**src/hdl/pwmtc_pkg.sv**
```systemverilog
// package: register map, field positions and encodings of the pwm timer
package pwmtc_pkg;
    // ========================================================
    // register addresses (plain port, 16-bit data)
    localparam logic [15:0] ADDR_CTL   = 16'h5400;
    localparam logic [15:0] ADDR_CNT   = 16'h5402;
    localparam logic [15:0] ADDR_CCCTL = 16'h5404;
    localparam logic [15:0] ADDR_CCA   = 16'h5406;
    localparam logic [15:0] ADDR_CCB   = 16'h5408;
    localparam logic [15:0] ADDR_CLK   = 16'h5068;
    // ========================================================
    // counter control fields
    localparam int CTL_RUN    = 0;
    localparam int CTL_CLR    = 1;
    localparam int CTL_ONESH  = 2;
    localparam int CTL_BUF    = 3;
    localparam int CTL_SEL_LO = 4;
    localparam int CTL_HALF   = 6;
    localparam logic [15:0] CTL_RW_MASK = 16'h007D;
    // count clock control fields
    localparam int CLK_EN     = 0;
    localparam int CLK_MULTI  = 1;
    localparam int CLK_SRC_LO = 2;
    localparam int CLK_DIV_LO = 4;
    // compare capture control fields
    localparam int CC_AFUNC   = 0;
    localparam int CC_AINV    = 1;
    localparam int CC_AMD_LO  = 4;
    localparam int CC_ATRG_LO = 6;
    localparam int CC_BFUNC   = 8;
    localparam int CC_BINV    = 9;
    localparam int CC_BMD_LO  = 12;
    localparam int CC_BTRG_LO = 14;
    localparam logic [15:0] CC_RW_MASK = 16'hF3F3;
    // ========================================================
    // reset values
    localparam logic [15:0] RST_REG16 = 16'h0000;
    localparam logic [7:0]  RST_REG8  = 8'h00;
    // clock sources
    typedef enum logic [1:0]
    {
        SRC_OSC_A = 2'b00,
        SRC_OSC_B = 2'b01,
        SRC_OSC_C = 2'b10,
        SRC_EXT   = 2'b11
    } pwmtc_src_t;
    // capture trigger edges
    typedef enum logic [1:0]
    {
        TRG_NONE = 2'b00,
        TRG_RISE = 2'b01,
        TRG_FALL = 2'b10,
        TRG_BOTH = 2'b11
    } pwmtc_trg_t;
endpackage

```
**src/hdl/pwmtc_unit_if.sv**
```systemverilog
// interface: one compare/capture unit to the channel core
`timescale 1ns/1ps
interface pwmtc_unit_if;
    logic        funcCapture; // 1 = capture register
    logic [1:0]  trigSel;     // capture trigger edge
    logic        capIn;       // synchronised capture pin
    logic        wrStb;       // software write of value
    logic [15:0] wrData;      // software data
    logic        bufOn;       // compare buffer enable
    logic        reload;      // period end, load buffer
    logic [15:0] count;       // counter value
    logic [15:0] value;       // visible compare/capture value
    logic        match;       // comparator hit, registered, high the cycle after count equals active value
    modport core (output funcCapture, trigSel, capIn, wrStb, wrData,
                  bufOn, reload, count, input value, match);
    modport unit (input funcCapture, trigSel, capIn, wrStb, wrData,
                  bufOn, reload, count, output value, match);
endinterface

```
**src/hdl/pwmtc_unit.sv**
```systemverilog
// compare/capture unit: value register, buffer, edge capture, match
`timescale 1ns/1ps
module pwmtc_unit
(
    input  wire logic   clk,   // core clock
    input  wire logic   rst_n, // async reset, active low
    pwmtc_unit_if.unit  u      // link to channel core
);
    logic [15:0] value_r, value_nxt;
    logic [15:0] active_r, active_nxt;
    logic        capPrev_r, capPrev_nxt;
    logic        match_r, match_nxt;
    logic        edgeHit;

    // ========================================================
    // edge select, local to each unit
    always_comb
    begin
        unique case (pwmtc_pkg::pwmtc_trg_t'(u.trigSel))
            pwmtc_pkg::TRG_NONE: edgeHit = 1'b0;
            pwmtc_pkg::TRG_RISE: edgeHit = u.capIn & ~capPrev_r;
            pwmtc_pkg::TRG_FALL: edgeHit = ~u.capIn & capPrev_r;
            pwmtc_pkg::TRG_BOTH: edgeHit = u.capIn ^ capPrev_r;
        endcase
    end

    // capture wins over software write in the same cycle
    always_comb
    begin
        value_nxt   = value_r;
        active_nxt  = active_r;
        capPrev_nxt = u.capIn;
        if (u.funcCapture && edgeHit)
            value_nxt = u.count;
        else if (u.wrStb)
            value_nxt = u.wrData;
        // buffered values only reach the comparator at period end
        if (!u.bufOn || u.reload)
            active_nxt = value_nxt;
        match_nxt = !u.funcCapture && (u.count == active_r);
    end

    always_ff @(posedge clk or negedge rst_n)
    begin
        if (!rst_n)
        begin
            value_r   <= pwmtc_pkg::RST_REG16;
            active_r  <= pwmtc_pkg::RST_REG16;
            capPrev_r <= 1'b0;
            match_r   <= 1'b0;
        end
        else
        begin
            value_r   <= value_nxt;
            active_r  <= active_nxt;
            capPrev_r <= capPrev_nxt;
            match_r   <= match_nxt;
        end
    end

    assign u.value = value_r;
    assign u.match = match_r;
endmodule

```
**src/hdl/pwmtc_clkdiv.sv**
```systemverilog
// count clock prescaler: source select, enable, power-of-two divider
`timescale 1ns/1ps
module pwmtc_clkdiv
#(
    parameter int DIV_W = 15  // prescaler width
)
(
    input  wire logic       clk,     // core clock
    input  wire logic       rst_n,   // async reset, active low
    input  wire logic       enable,  // count clock enable
    input  wire logic [3:0] divSel,  // ratio is 1/2^divSel
    input  wire logic [3:0] srcTick, // synchronised source ticks
    input  wire logic [1:0] srcSel,  // source select
    output logic            tick     // one count clock pulse
);
    logic [DIV_W-1:0] pre_r, pre_nxt;
    logic             tick_r, tick_nxt;
    logic             srcPulse;
    logic [DIV_W-1:0] lowMask;

    // ========================================================
    // pick the selected source tick
    assign srcPulse = enable & srcTick[srcSel];

    // a tick fires when all low divSel prescaler bits wrap together;
    // one bit alone would tick on half of the pulses, not one in 2^n
    always_comb
    begin
        pre_nxt  = pre_r;
        tick_nxt = 1'b0;
        for (int i = 0; i < DIV_W; i++)
            lowMask[i] = (i < int'(divSel));
        if (!enable)
            pre_nxt = '0;
        else if (srcPulse)
        begin
            pre_nxt  = pre_r + 1'b1;
            tick_nxt = &(pre_r | ~lowMask);
        end
    end

    always_ff @(posedge clk or negedge rst_n)
    begin
        if (!rst_n)
        begin
            pre_r  <= '0;
            tick_r <= 1'b0;
        end
        else
        begin
            pre_r  <= pre_nxt;
            tick_r <= tick_nxt;
        end
    end

    assign tick = tick_r;
endmodule

```
**src/hdl/pwmtc_timer.sv**
```systemverilog
// top: one channel of the 16-bit pwm timer with two compare/capture units
`timescale 1ns/1ps
module pwmtc_timer
#(
    parameter int DIV_W = 15  // prescaler width
)
(
    input  wire logic        clk,      // 250 MHz core clock
    input  wire logic        rst_n,    // async reset, active low
    input  wire logic [15:0] addr,     // register address
    input  wire logic [15:0] wdata,    // write data
    input  wire logic        wr,       // write strobe
    input  wire logic        rd,       // read strobe
    output logic      [15:0] rdata,    // read data, cycle after rd
    input  wire logic [2:0]  oscIn,    // oscillator tick pins
    input  wire logic        extClk,   // external count clock pin
    input  wire logic        capAIn,   // capture A pin
    input  wire logic        capBIn,   // capture B pin
    output logic             toutA,    // waveform A
    output logic             toutB,    // waveform B
    output logic             multiMode // multi-unit mode to system
);
    // ========================================================
    // registers
    logic [15:0] ctl_r, ctl_nxt;
    logic [7:0]  clk_r, clk_nxt;
    logic [15:0] cc_r, cc_nxt;
    logic [15:0] cnt_r, cnt_nxt;
    logic        stopAtEnd_r, stopAtEnd_nxt;
    logic        wave_r, wave_nxt;
    logic        waveB_r, waveB_nxt;
    logic        half_r, half_nxt;
    logic [15:0] rdata_r, rdata_nxt;
    logic [3:0]  sync1_r, sync2_r, srcPrev_r;
    logic [1:0]  cap1_r, cap2_r;
    logic [3:0]  srcTick;
    logic        cntTick, step, periodEnd;
    logic        matchA, matchB;

    pwmtc_unit_if ua ();
    pwmtc_unit_if ub ();

    // ========================================================
    // decoding shared by read and write paths
    function automatic logic hit(input logic [15:0] a,
                                 input logic [15:0] base);
        hit = (a == base);
    endfunction

    // ========================================================
    // pin synchronisers; only the second stage is read
    always_ff @(posedge clk or negedge rst_n)
    begin
        if (!rst_n)
        begin
            sync1_r   <= 4'h0;
            sync2_r   <= 4'h0;
            srcPrev_r <= 4'h0;
            cap1_r    <= 2'b00;
            cap2_r    <= 2'b00;
        end
        else
        begin
            sync1_r   <= {extClk, oscIn};
            sync2_r   <= sync1_r;
            srcPrev_r <= sync2_r;
            cap1_r    <= {capBIn, capAIn};
            cap2_r    <= cap1_r;
        end
    end
    // source ticks on rising edges of the synchronised pins
    assign srcTick = sync2_r & ~srcPrev_r;

    pwmtc_clkdiv #(.DIV_W(DIV_W)) u_div
    (
        .clk     (clk),
        .rst_n   (rst_n),
        .enable  (clk_r[pwmtc_pkg::CLK_EN]),
        .divSel  (clk_r[pwmtc_pkg::CLK_DIV_LO +: 4]),
        .srcTick (srcTick),
        .srcSel  (clk_r[pwmtc_pkg::CLK_SRC_LO +: 2]),
        .tick    (cntTick)
    );

    // ========================================================
    // register writes
    always_comb
    begin
        ctl_nxt = ctl_r;
        clk_nxt = clk_r;
        cc_nxt  = cc_r;
        if (wr && hit(addr, pwmtc_pkg::ADDR_CTL))
            ctl_nxt = wdata & pwmtc_pkg::CTL_RW_MASK;
        if (wr && hit(addr, pwmtc_pkg::ADDR_CLK))
            clk_nxt = wdata[7:0];
        if (wr && hit(addr, pwmtc_pkg::ADDR_CCCTL))
            cc_nxt = wdata & pwmtc_pkg::CC_RW_MASK;
        // one-shot drops the run bit at period end
        if (periodEnd && stopAtEnd_r)
            ctl_nxt[pwmtc_pkg::CTL_RUN] = 1'b0;
    end

    // ========================================================
    // counter; half clock steps on every count tick, else on alternate
    always_comb
    begin
        cnt_nxt       = cnt_r;
        half_nxt      = half_r;
        stopAtEnd_nxt = ctl_r[pwmtc_pkg::CTL_ONESH];
        step          = 1'b0;
        if (ctl_r[pwmtc_pkg::CTL_RUN] && cntTick)
        begin
            // half clock mode doubles the counting rate
            if (ctl_r[pwmtc_pkg::CTL_HALF])
                step = 1'b1;
            else
            begin
                half_nxt = ~half_r;
                step     = half_r;
            end
        end
        if (step)
        begin
            // repeat restarts from zero at match B
            if (periodEnd)
                cnt_nxt = 16'h0000;
            else
                cnt_nxt = cnt_r + 16'h0001;
        end
        if (wr && hit(addr, pwmtc_pkg::ADDR_CTL) &&
            wdata[pwmtc_pkg::CTL_CLR])
        begin
            cnt_nxt  = 16'h0000;
            half_nxt = 1'b0;
        end
    end
    // period closes when the counter reaches compare B
    assign periodEnd = step && (cnt_r == ub.value) &&
                       !cc_r[pwmtc_pkg::CC_BFUNC];

    // ========================================================
    // unit hookup
    // unit A function
    assign ua.funcCapture = cc_r[pwmtc_pkg::CC_AFUNC];
    assign ua.trigSel     = cc_r[pwmtc_pkg::CC_ATRG_LO +: 2];
    assign ua.capIn       = cap2_r[0];
    assign ua.wrStb       = wr && hit(addr, pwmtc_pkg::ADDR_CCA);
    assign ua.wrData      = wdata;
    assign ua.bufOn       = ctl_r[pwmtc_pkg::CTL_BUF];
    assign ua.reload      = periodEnd;
    assign ua.count       = cnt_r;
    assign ub.funcCapture = cc_r[pwmtc_pkg::CC_BFUNC];
    assign ub.trigSel     = cc_r[pwmtc_pkg::CC_BTRG_LO +: 2];
    assign ub.capIn       = cap2_r[1];
    assign ub.wrStb       = wr && hit(addr, pwmtc_pkg::ADDR_CCB);
    assign ub.wrData      = wdata;
    assign ub.bufOn       = ctl_r[pwmtc_pkg::CTL_BUF];
    assign ub.reload      = periodEnd;
    assign ub.count       = cnt_r;
    assign matchA         = ua.match;
    assign matchB         = ub.match;

    pwmtc_unit u_a (.clk(clk), .rst_n(rst_n), .u(ua.unit));
    pwmtc_unit u_b (.clk(clk), .rst_n(rst_n), .u(ub.unit));

    // ========================================================
    // waveforms: mode 1 set on A clear on B, 2 toggle on A, 3 on B
    function automatic logic waveNext(input logic cur,
                                      input logic [1:0] md,
                                      input logic ma,
                                      input logic mb);
        unique case (md)
            2'b00: waveNext = 1'b0;
            2'b01: waveNext = mb ? 1'b0 : (ma ? 1'b1 : cur);
            2'b10: waveNext = cur ^ ma;
            2'b11: waveNext = cur ^ mb;
        endcase
    endfunction

    always_comb
    begin
        wave_nxt  = waveNext(wave_r, cc_r[pwmtc_pkg::CC_AMD_LO +: 2],
                             matchA, matchB);
        waveB_nxt = waveNext(waveB_r, cc_r[pwmtc_pkg::CC_BMD_LO +: 2],
                             matchA, matchB);
    end

    // ========================================================
    // read mux; unmapped addresses and clear bit read zero
    always_comb
    begin
        rdata_nxt = 16'h0000;
        if (rd)
        begin
            if (hit(addr, pwmtc_pkg::ADDR_CTL))
                rdata_nxt = ctl_r;
            else if (hit(addr, pwmtc_pkg::ADDR_CNT))
                rdata_nxt = cnt_r;
            else if (hit(addr, pwmtc_pkg::ADDR_CCCTL))
                rdata_nxt = cc_r;
            else if (hit(addr, pwmtc_pkg::ADDR_CCA))
                rdata_nxt = ua.value;
            else if (hit(addr, pwmtc_pkg::ADDR_CCB))
                rdata_nxt = ub.value;
            else if (hit(addr, pwmtc_pkg::ADDR_CLK))
                rdata_nxt = {8'h00, clk_r};
        end
    end

    always_ff @(posedge clk or negedge rst_n)
    begin
        if (!rst_n)
        begin
            ctl_r       <= pwmtc_pkg::RST_REG16;
            clk_r       <= pwmtc_pkg::RST_REG8;
            cc_r        <= pwmtc_pkg::RST_REG16;
            cnt_r       <= pwmtc_pkg::RST_REG16;
            stopAtEnd_r <= 1'b0;
            wave_r      <= 1'b0;
            waveB_r     <= 1'b0;
            half_r      <= 1'b0;
            rdata_r     <= pwmtc_pkg::RST_REG16;
        end
        else
        begin
            ctl_r       <= ctl_nxt;
            clk_r       <= clk_nxt;
            cc_r        <= cc_nxt;
            cnt_r       <= cnt_nxt;
            stopAtEnd_r <= stopAtEnd_nxt;
            wave_r      <= wave_nxt;
            waveB_r     <= waveB_nxt;
            half_r      <= half_nxt;
            rdata_r     <= rdata_nxt;
        end
    end

    // inversion applied after the registered wave
    assign toutA     = wave_r ^ cc_r[pwmtc_pkg::CC_AINV];
    assign toutB     = waveB_r ^ cc_r[pwmtc_pkg::CC_BINV];
    assign multiMode = clk_r[pwmtc_pkg::CLK_MULTI];
    assign rdata     = rdata_r;
endmodule

```
**config.mk**
```make
export PLATFORM = sky130hd
export DESIGN_NAME = pwmtc_timer
export DESIGN_NICKNAME = d
export VERILOG_FILES = /design/src/hdl/pwmtc_pkg.sv /design/src/hdl/pwmtc_unit_if.sv /design/src/hdl/pwmtc_unit.sv /design/src/hdl/pwmtc_clkdiv.sv /design/src/hdl/pwmtc_timer.sv
export SDC_FILE = /design/constraint.sdc
export NUM_CORES = 1
export LEC_CHECK = 0
export BUFFER_PORTS_ARGS = -buffer_cell sky130_fd_sc_hd__buf_2
export CORE_MARGIN = 4
export CORE_UTILIZATION = 35
export DETAILED_ROUTE_END_ITERATION = 8
export HOLD_SLACK_MARGIN = 0.1
export PLACE_DENSITY = 0.57
export SKIP_LAST_GASP = 1
export SYNTH_ARGS = -nofsm -noshare
export SYNTH_HDL_FRONTEND = slang
export SYNTH_HIERARCHICAL = 1
export SYNTH_SLANG_ARGS = --single-unit
```
**constraint.sdc**
```tcl
create_clock -name clk -period 2.5 [get_ports clk]
set_input_delay 0.125 -clock clk [delete_from_list [all_inputs] [get_ports clk]]
set_output_delay 0.125 -clock clk [all_outputs]
set_load 0.01 [all_outputs]
```
# Word level (Yosys, flattened, before mapping)
# Index checks and enable logic that the tools add are counted.
totals:
  out_inout_bits: 19
  register_bits: 162
  mem_count: 0
  wordCells: 150
  ram_bits: 0
  in_bits: 42
  latchBits: 0
  romBits: 0
op_classes:
  add_sub_neg: 2
  multipliers: 0
  shift: 0
  div_mod_pow: 0
  n_bitwise: 22
  order_cmp: 16
  reduce_logical: 27
  n_mux: 33
  eq_ne: 25
ops:
  columns: ["op", "count"]
  rows:
  - ["2-to-1 mux 16 bit", 13]
  - ["equality test 16 x 15 -> 1 bit, second input constant", 6]
  - ["equality test 16 bit", 3]
  - ["2-to-1 mux 15 bit", 2]
  - ["less-than comparator 4 bit, first input constant", 7]
  - ["adder 16 x 1 -> 16 bit, second input constant", 1]
  - ["equality test 2 bit, second input constant", 8]
  - ["less-than comparator 3 x 4 -> 1 bit, first input constant", 4]
  - ["one-hot mux 1 bit (4 select lines)", 4]
  - ["adder 15 x 1 -> 15 bit, second input constant", 1]
  - ["NOT 15 bit", 1]
  - ["bitwise OR 15 bit", 1]
  - ["AND reduction 15 bit", 1]
  - ["logical AND 1 bit", 14]
  - ["2-to-1 mux 1 bit", 12]
  - ["equality test 2 x 1 -> 1 bit, second input constant", 4]
  - ["zero test 2 bit", 4]
  - ["less-than comparator 1 x 4 -> 1 bit, first input constant", 2]
  - ["less-than comparator 2 x 4 -> 1 bit, first input constant", 2]
  - ["2-to-1 mux 8 bit", 1]
  - ["bitwise XOR 1 bit", 8]
  - ["inequality test 3 x 1 -> 1 bit, second input constant", 2]
  - ["nonzero test 2 bit", 3]
  - ["AND 1 bit", 5]
  - ["other kinds (9)", 16]

# Logic depth before layout (Yosys ltp)
# Gate-level depths: netlist (run 1).
depth:
  word_depth: 8
  mapped_depth: 10
  depth_no_buf: 7

# Modules after synthesis
# Netlist (run 1), hierarchy kept.
modules_own_cells:
  columns: ["module", "cells_per_inst", "seq_area_each_um2", "area_per_inst_um2", "instances"]
  rows:
  - ["pwmtc_timer", 356, 1951.9, 3940.0, 1]
  - ["pwmtc_unit", 120, 850.8, 1711.6, 2]
  - ["pwmtc_clkdiv", 91, 400.4, 932.1, 1]

# Worst setup path after synthesis (run 1)
# Ideal clock, no wire load.
synth_path:
  path_type: "input to register"
  start: "input port addr[1]"
  end: "register u_b.active_r[13]"
  path_buffers: 3
  setup_time_ns: 0.125
  stages: 10
  slack_ns: -0.360
  t_arrival_ns: 2.735
  required_time_ns: 2.375
  cell_sequence: "clkbuf_1 > nor3b_2 > nand4_4 > nor2_1 > and2_1 > clkbuf_1 > clkbuf_1 > mux2_2 > mux2_4 > mux2_2"
synth_via:
  elab_chain_len: 4
synth_rtl:
  columns: ["item", "line_no", "source"]
  rows:
  - ["from (decl)", "pwmtc_timer.sv:10", "input wire logic [15:0] addr,"]
  - ["equality test 16 x 15 -> 1 bit", "pwmtc_timer.sv:47", "hit = (a == base);"]
  - ["logical AND 1 bit", "pwmtc_timer.sv:155", "assign ub.wrStb = wr && hit(addr, pwmtc_pkg::ADDR_CCB);"]
  - ["net ub.wrStb", "pwmtc_unit_if.sv:7", "logic wrStb;"]
  - ["2-to-1 mux 16 bit", "pwmtc_unit.sv:35", "else if (u.wrStb)"]
  - ["2-to-1 mux 16 bit", "pwmtc_unit.sv:33", "if (u.funcCapture && edgeHit)"]
  - ["net u_b.value_nxt[13]", "pwmtc_unit.sv:9", "logic [15:0] value_r, value_nxt;"]
  - ["to (signal assigned)", "pwmtc_unit.sv:48", "active_r <= pwmtc_pkg::RST_REG16;"]
  - ["to (signal assigned)", "pwmtc_unit.sv:55", "active_r <= active_nxt;"]
  - ["to (decl)", "pwmtc_unit.sv:10", "logic [15:0] active_r, active_nxt;"]
# The timed path passes the listed nets, and every way through them passes these cells.
# A chain may end at the register's enable or synchronous reset.

# Final worst setup path (run 1)
layout_path:
  start: "register half_r"
  end: "register u_a.active_r[10]"
layout_via:
  elab_chain_len: 5
layout_rtl:
  columns: ["item", "line_no", "source"]
  rows:
  - ["from (decl)", "pwmtc_timer.sv:32", "logic half_r, half_nxt;"]
  - ["from (signal assigned)", "pwmtc_timer.sv:233", "half_r <= half_nxt;"]
  - ["2-to-1 mux 1 bit", "pwmtc_timer.sv:114", "if (ctl_r[pwmtc_pkg::CTL_HALF])"]
  - ["2-to-1 mux 1 bit", "pwmtc_timer.sv:111", "if (ctl_r[pwmtc_pkg::CTL_RUN] && cntTick)"]
  - ["logical AND 1 bit (2 in a row)", "pwmtc_timer.sv:138", "assign periodEnd = step && (cnt_r == ub.value) &&"]
  - ["net periodEnd", "pwmtc_timer.sv:37", "logic cntTick, step, periodEnd;"]
  - ["logical OR 1 bit", "pwmtc_unit.sv:38", "if (!u.bufOn || u.reload)"]
  - ["to (signal assigned)", "pwmtc_unit.sv:48", null]
  - ["to (signal assigned)", "pwmtc_unit.sv:55", null]
  - ["to (decl)", "pwmtc_unit.sv:10", null]
# The timed path passes the listed nets, and every way through them passes these cells.

==> out/qor.csv, run 1 <==
stage;metric;value;unit
grt;total gr overflow;0;
routing;drt wl/cell;19.6;um
min_path;Worst Hold End;u_b/u.value[10];
clocking;CTS tree;yes;
synthesis;synthesized area per cell;12.1;um2
final_layout;Area Overhead vs Synth;21.7;%
grt;vias in the first global route;5964;
timing;Final min period;2.26;ns
final_layout;Multi-input gate area;4060;um2
final_layout;Register Area;4050;um2
grt;antenna violations before repair;0;
die;row count;56;
min_path;min-delay src;wdata[10];
routing;post-route ant nets;0;
timing;Rel. slew slack;57.1;%
critical_path;RR Endpoint;u_a/active_r[10];
critical_path;Worst R2R Start;half_r;
routing;DR vias/cell;5.10;
die;DIE AREA;26200;um2
die;Initial Util;35.4;%
min_path;Min-Delay Path Depth;3;
synthesis;top cells by area, synth;dfrtp_1, mux2_2, xor2_1, mux2_4, xnor2_1;
critical_path;CP Data Arrival Time;2.56;ns
synthesis;sequential-to-total area share from yosys stat;48.9;%
routing;1st-iter DRT viols;387;
timing;final setup vio count;0;
placed_design;Placer Congestion;0.915;
timing;RSZ-0062 raised after global routing;no;
clocking;H-tree levels;4;
critical_path;Reg2Reg Setup Slack;0.24;ns
final_layout;post-route cell area;10100;um2
clocking;Post-CTS Resized;0;
routing;drc violations;0;
final_layout;share of layout cells above drive strength 1;34.1;%
critical_path;Setup CP Type;reg2reg;
grt;largest net degree at the start of global routing;55;
timing;count of final max-slew check failures;0;
min_path;Worst Hold Class;in2reg;
die;num ports;61;
grt;first-pass GRT wire length;35.4;mm
synthesis;Post-Syn Area;8300;um2
die;core area;23400;um2
clocking;# Post-CTS Setup Buffers;0;
routing;vias;5842;
synthesis;Main synth FF type;dfrtp_1;
clocking;cts bufs inserted;17;
die;Die Width;162;um
placed_design;DP HPWL;16.3;mm
timing;fin crit share;90.3;%
power;leak pwr;0.00492;uW
timing;actual slew at the worst max-slew pin;0.640;ns
critical_path;R2R cell count;7;
synthesis;share of the synthesized area in the top cell type;48.9;%
grt;All-Layer GR Usage;17.5;%
final_layout;fillers;2216;
timing;Hold Fails Final Rpt;0;
routing;final WL;22.4;mm
final_layout;Final nets;862;
clocking;clk sinks;162;
die;die height;162;um
timing;final setup TNS;0;ns
synthesis;Yosys reg bits;162;
power;PwrDens;538;nW/um2
synthesis;Cell variety after synth;67;
power;VDD IR-drop max;0.468;mV
critical_path;CP Launch Type;flop;
synthesis;number of enable flip-flop cells after synthesis;0;
critical_path;Max Fanout on Critical Path;16;
synthesis;FFs w/ async S/R, synth;100;%
synthesis;largest area contributor in the netlist;dfrtp_1;
clocking;Clock Path Buffers;2;
final_layout;most frequent cells in the layout;dfrtp_1, mux2_2, buf_2;
synthesis;Synth Net Count;735;
flow_run;Max-Cap Viols;0;
synthesis;YS warnings;6;
critical_path;crit end category;flop;
final_layout;ANT cells;0;
synthesis;Mapped Cells;687;
timing;skew final;0.0128;ns
critical_path;data required time of the critical path;2.80;ns
routing;drt first pass iters;4;
placed_design;Cell Area, Placed;9290;um2
clocking;Root Driver;clkbuf_16;
placed_design;IO buf count;60;
final_layout;most common cell after layout, fill and taps aside;dfrtp_1;
clocking;worst-skew pair later-pin latency;0.43;ns
timing;fmax;0.443;GHz
status;outcome;completed;
clocking;Worst-path clk slew;0.07;ns
[cell families after synthesis]
family                   share of synthesized area, %
AO/OA/AOI/OAI                                    7.47
XOR/XNOR                                         8.02
adder cells (fa/ha/maj)                         0.905
buffers and inverters                            2.37
flip-flops                                       48.9
multiplexers                                     18.7
AND/OR/NAND/NOR                                  13.6
[state kept, by name, summed over array words and instances (netlist names), 2 cells and up]
signal,count
u_div/pre_r,15
u_a/u.value,16
sync1_r,4
ctl_r,6
srcPrev_r,4
cap2_r,2
rdata,16
clk_r,8
cnt_r,16
sync2_r,4
u_a/active_r,16
u_b/active_r,16
cc_r,12
u_b/u.value,16
cap1_r,2
[timing repair]
| item | in CTS | in global routing |
|---|---|---|
| hold buffers | 23 | 0 |
| endpoints found under the hold margin | 91 | 0 |
| endpoints found under the setup margin | 0 | 0 |
[worst max-delay path by stage]
stage / end / start / slack (ns) / depth (start not counted)
2_1_floorplan: u_a/active_r[13] / addr[0] / 0.002 / 10
3_3_place_gp: u_b/active_r[15] / addr[0] / 0.16 / 10
3_5_place_dp: u_a/active_r[15] / addr[0] / 0.12 / 9
4_1_cts: u_a/active_r[3] / half_r / 0.24 / 7
5_1_grt: u_a/active_r[11] / u_div/tick / 0.15 / 7
6_report: u_a/active_r[10] / half_r / 0.24 / 7
[synthesized netlist by cell type, types with 3 or more instances]
cell      instances
a21oi_1          24
a222oi_1          6
and2_1           16
and3_1            4
and4_1            5
buf_2             4
buf_4             3
buf_6             5
clkbuf_1         13
dfrtp_1         162
ha_1              6
inv_1            12
mux2_1           12
mux2_2           93
mux2_4           20
mux2i_1           5
nand2_1          35
nand2b_1          8
nand3_1          14
nand4_1           9
nor2_1           36
nor2b_1          11
nor3_1           15
nor4_1           10
o211ai_1          3
o21ai_0          10
o311ai_0          6
o31ai_1           6
o32ai_1           7
or2_2             4
or4_1             3
xnor2_1          22
xor2_1           54
[where the power goes]
part           total, uW  internal, uW  switching [uW]
clock               2570          1400            1170
combinational        219          82.4             137
sequential          2640          2640            6.26
[stage by stage]
stage | hold slack [ns] | util [%] | instances | total power [uW] | setup WS (ns)
after detailed placement | 0.131 | 39.7 | 1091 | 2890 | 0.119
after global routing | 0.122 | 43.1 | 1146 | 5620 | 0.151
final | 0.113 | 43.1 | 1146 | 5430 | 0.242
after floorplan | -0.171 | - | 687 | 2740 | 0.00168
after global placement | 0.128 | 39.7 | 1091 | 2890 | 0.157
after CTS | 0.101 | 43.1 | 1146 | 5500 | 0.240
[routing by layer]
| metal | wire [um] | vias up | global-route usage (%) |
|---|---|---|---|
| met5 | 0 | - | 0 |
| met4 | 263 | 0 | 4.54 |
| met3 | 904 | 15 | 2.82 |
| met2 | 10500 | 144 | 27.7 |
| met1 | 10800 | 2942 | 25.2 |
| li1 | - | 2741 | - |
[worst max-delay path, cell delays in order, from the launching register on]
cell     delay (ns)
dfrtp_1        0.38
o211a_1        0.26
nand3_1        0.11
or4_4          0.53
nor2_1         0.26
nor2b_1        0.12
buf_12         0.18
mux2_2         0.28
[cell type report]
type,count,share of cell area (%)
multi-input cells,487,40.2
repair buffers,134,9.60
clock buffers,18,4.25
clock inverters,14,1.41
inverters,12,0.446
flip-flops and latches,162,40.2
well taps,319,3.95
(Power assumes the default switching activity.)
==> inputs of run 2 (changes only) <==
--- a/config.mk
+++ b/config.mk
@@ -10,7 +10,6 @@
 export CORE_UTILIZATION = 35
 export DETAILED_ROUTE_END_ITERATION = 8
 export HOLD_SLACK_MARGIN = 0.1
-export PLACE_DENSITY = 0.57
 export SKIP_LAST_GASP = 1
 export SYNTH_ARGS = -nofsm -noshare
 export SYNTH_HDL_FRONTEND = slang
==> run 2 against run 1 <==
Net effect: sequential share of layout area is 0.10 points lower; critical path depth stayed put; sequential power hardly changed; largest cell class unchanged; register-to-register slack better by 0.02 ns; core utilization is 0.11 points higher; flip-flop and latch count stayed put; setup slack better by 0.019 ns.
==> out/qor.csv, run 2 (same netlist as run 1, synthesis figures left out) <==
stage;metric;value;unit;change
placed_design;Placer Congestion;0.855;;-6.6%
timing;final setup vio count;0;;unchanged
timing;skew final;0.00961;ns;-0.00318 ns
final_layout;most common cell after layout, fill and taps aside;dfrtp_1;;
critical_path;CP Data Arrival Time;2.55;ns;about the same
final_layout;Final nets;861;;-0.12%
critical_path;RR Endpoint;u_a/active_r[5];;
clocking;Worst-path clk slew;0.06;ns;about the same
power;VDD IR-drop max;0.488;mV;+4.2%
critical_path;Worst R2R Start;half_r;;
final_layout;fin cells;1144;;-0.17%
timing;fmax;0.447;GHz;+0.86%
placed_design;IO buf count;60;;unchanged
routing;drt wl/cell;19.3;um;-1.4%
routing;drt first pass iters;5;;+1
min_path;Min-Delay Path Depth;3;;unchanged
clocking;clk sinks;162;;unchanged
timing;actual slew at the worst max-slew pin;0.852;ns;+0.212 ns
power;PwrDens;536;nW/um2;-0.32%
routing;1st-iter DRT viols;378;;-2.3%
clocking;Post-CTS Resized;0;;unchanged
critical_path;R2R cell count;7;;unchanged
placed_design;Place WS;0.134;ns;+0.0152 ns
timing;Rel. slew slack;42.7;%;-14 points
die;Initial Util;35.4;%;unchanged
grt;vias in the first global route;5936;;-0.47%
critical_path;data required time of the critical path;2.81;ns;about the same
min_path;min-delay src;wdata[10];;
die;Die Width;162;um;unchanged
timing;Hold Fails Final Rpt;0;;unchanged
final_layout;ANT cells;0;;unchanged
timing;fin crit share;89.6;%;-0.77 points
power;leak pwr;0.00493;uW;about the same
timing;count of final max-slew check failures;0;;unchanged
critical_path;Reg2Reg Setup Slack;0.26;ns;+0.02 ns
clocking;Clock Path Buffers;2;;unchanged
clocking;cts bufs inserted;17;;unchanged
clocking;worst-skew pair later-pin latency;0.43;ns;about the same
min_path;Worst Hold Class;in2reg;;
grt;total gr overflow;0;;unchanged
placed_design;DP HPWL;15.9;mm;-2.4%
final_layout;most frequent cells in the layout;dfrtp_1, mux2_2, buf_2;;
die;core area;23400;um2;unchanged
die;row count;56;;unchanged
min_path;Worst Hold End;u_b/u.value[10];;
clocking;Root Driver;clkbuf_16;;
critical_path;crit end category;flop;;
timing;Final min period;2.24;ns;-0.0192 ns
routing;DR vias/cell;5.19;;+1.9%
timing;RSZ-0062 raised after global routing;no;;
final_layout;Register Area;4050;um2;unchanged
final_layout;Multi-input gate area;4060;um2;unchanged
die;DIE AREA;26200;um2;unchanged
die;die height;162;um;unchanged
final_layout;share of layout cells above drive strength 1;33.8;%;-0.28 points
status;outcome;completed;;
routing;final WL;22.1;mm;-1.5%
grt;All-Layer GR Usage;17.1;%;-0.38 points
grt;antenna violations before repair;0;;unchanged
flow_run;Max-Cap Viols;0;;unchanged
critical_path;Setup CP Type;reg2reg;;
clocking;CTS tree;yes;;
final_layout;Area Overhead vs Synth;22.0;%;
routing;post-route ant nets;0;;unchanged
grt;first-pass GRT wire length;34.7;mm;-1.8%
placed_design;DP Cell Count;1090;;-0.092%
die;num ports;61;;unchanged
critical_path;Max Fanout on Critical Path;16;;unchanged
timing;Final WS setup;0.261;ns;+0.0192 ns
critical_path;CP Launch Type;flop;;
grt;largest net degree at the start of global routing;57;;+3.6%
routing;drc violations;0;;unchanged
final_layout;fillers;2239;;+1.0%
timing;final setup TNS;0;ns;unchanged
routing;vias;5942;;+1.7%
clocking;H-tree levels;4;;unchanged
-- run 2: changes by cell type in the layout (fill, tap and decap cells not counted) --
cell | previous run | this run
clkinv_4 | 0 | 1
clkbuf_1 | 1 | 2
inv_8 | 2 | 0
inv_6 | 6 | 2
buf_4 | 47 | 43
clkinv_2 | 0 | 2
bufinv_16 | 1 | 2
buf_12 | 4 | 7
-- run 2: layer usage --
layer | vias up | routed length, um | global-route usage (%) | share of wire [%]
met2 | 146 | 10600 | 27.4 | 48
met4 | 0 | 407 | 5.27 | 1.8
li1 | 2750 | - | - | -
met1 | 3022 | 10300 | 23.8 | 46
met3 | 24 | 841 | 3.35 | 3.8
met5 | - | 0 | 0 | 0
-- run 2: worst max-delay path by stage --
stage            start               end
6_report        half_r   u_a/active_r[5]
5_1_grt         half_r   u_a/active_r[5]
4_1_cts         half_r   u_a/active_r[0]
3_5_place_dp   addr[8]   u_b/active_r[0]
3_3_place_gp   addr[8]   u_b/active_r[2]
2_1_floorplan  addr[0]  u_a/active_r[13]
-- run 2: critical path, stage by stage, from the launching register on --
cell and delay (ns):
dfrtp_1 0.38, o211a_1 0.24, nand3_1 0.11, or4_4 0.54, nor2_1 0.26, nor2b_1 0.13
buf_12 0.18, mux2_2 0.28
-- run 2: through the flow --
step / cell area (um2) / power [uW] / util [%] / hold slack [ns]
global placement: 9320 / 2890 / 39.8 / 0.125
floorplan: 8320 / 2740 / - / -0.171
detailed placement: 9320 / 2890 / 39.8 / 0.127
global route: 10100 / 5600 / 43.2 / 0.118
CTS: 10100 / 5480 / 43.2 / 0.104
finish: 10100 / 5430 / 43.2 / 0.112
-- run 2: what timing repair did --
action                    in CTS  in global routing
hold buffers                  23                  0
setup buffers                  0                  0
hold endpoints to repair      98                  0
-- run 2: power breakdown --
| part | switching (uW) | internal (uW) | total, uW |
|---|---|---|---|
| clock network | 1090 | 1470 | 2560 |
| logic | 137 | 84.6 | 222 |
| registers | 6.00 | 2640 | 2640 |
-- run 2: cell type report --
class,count,share of cell area [%]
Timing Repair Buffer,133,9.88
Sequential cell,162,40.1
Multi-Input combinational cell,487,40.1
Tap cell,319,3.94
Inverter,12,0.445
Clock buffer,19,4.28
Clock inverter,12,1.32
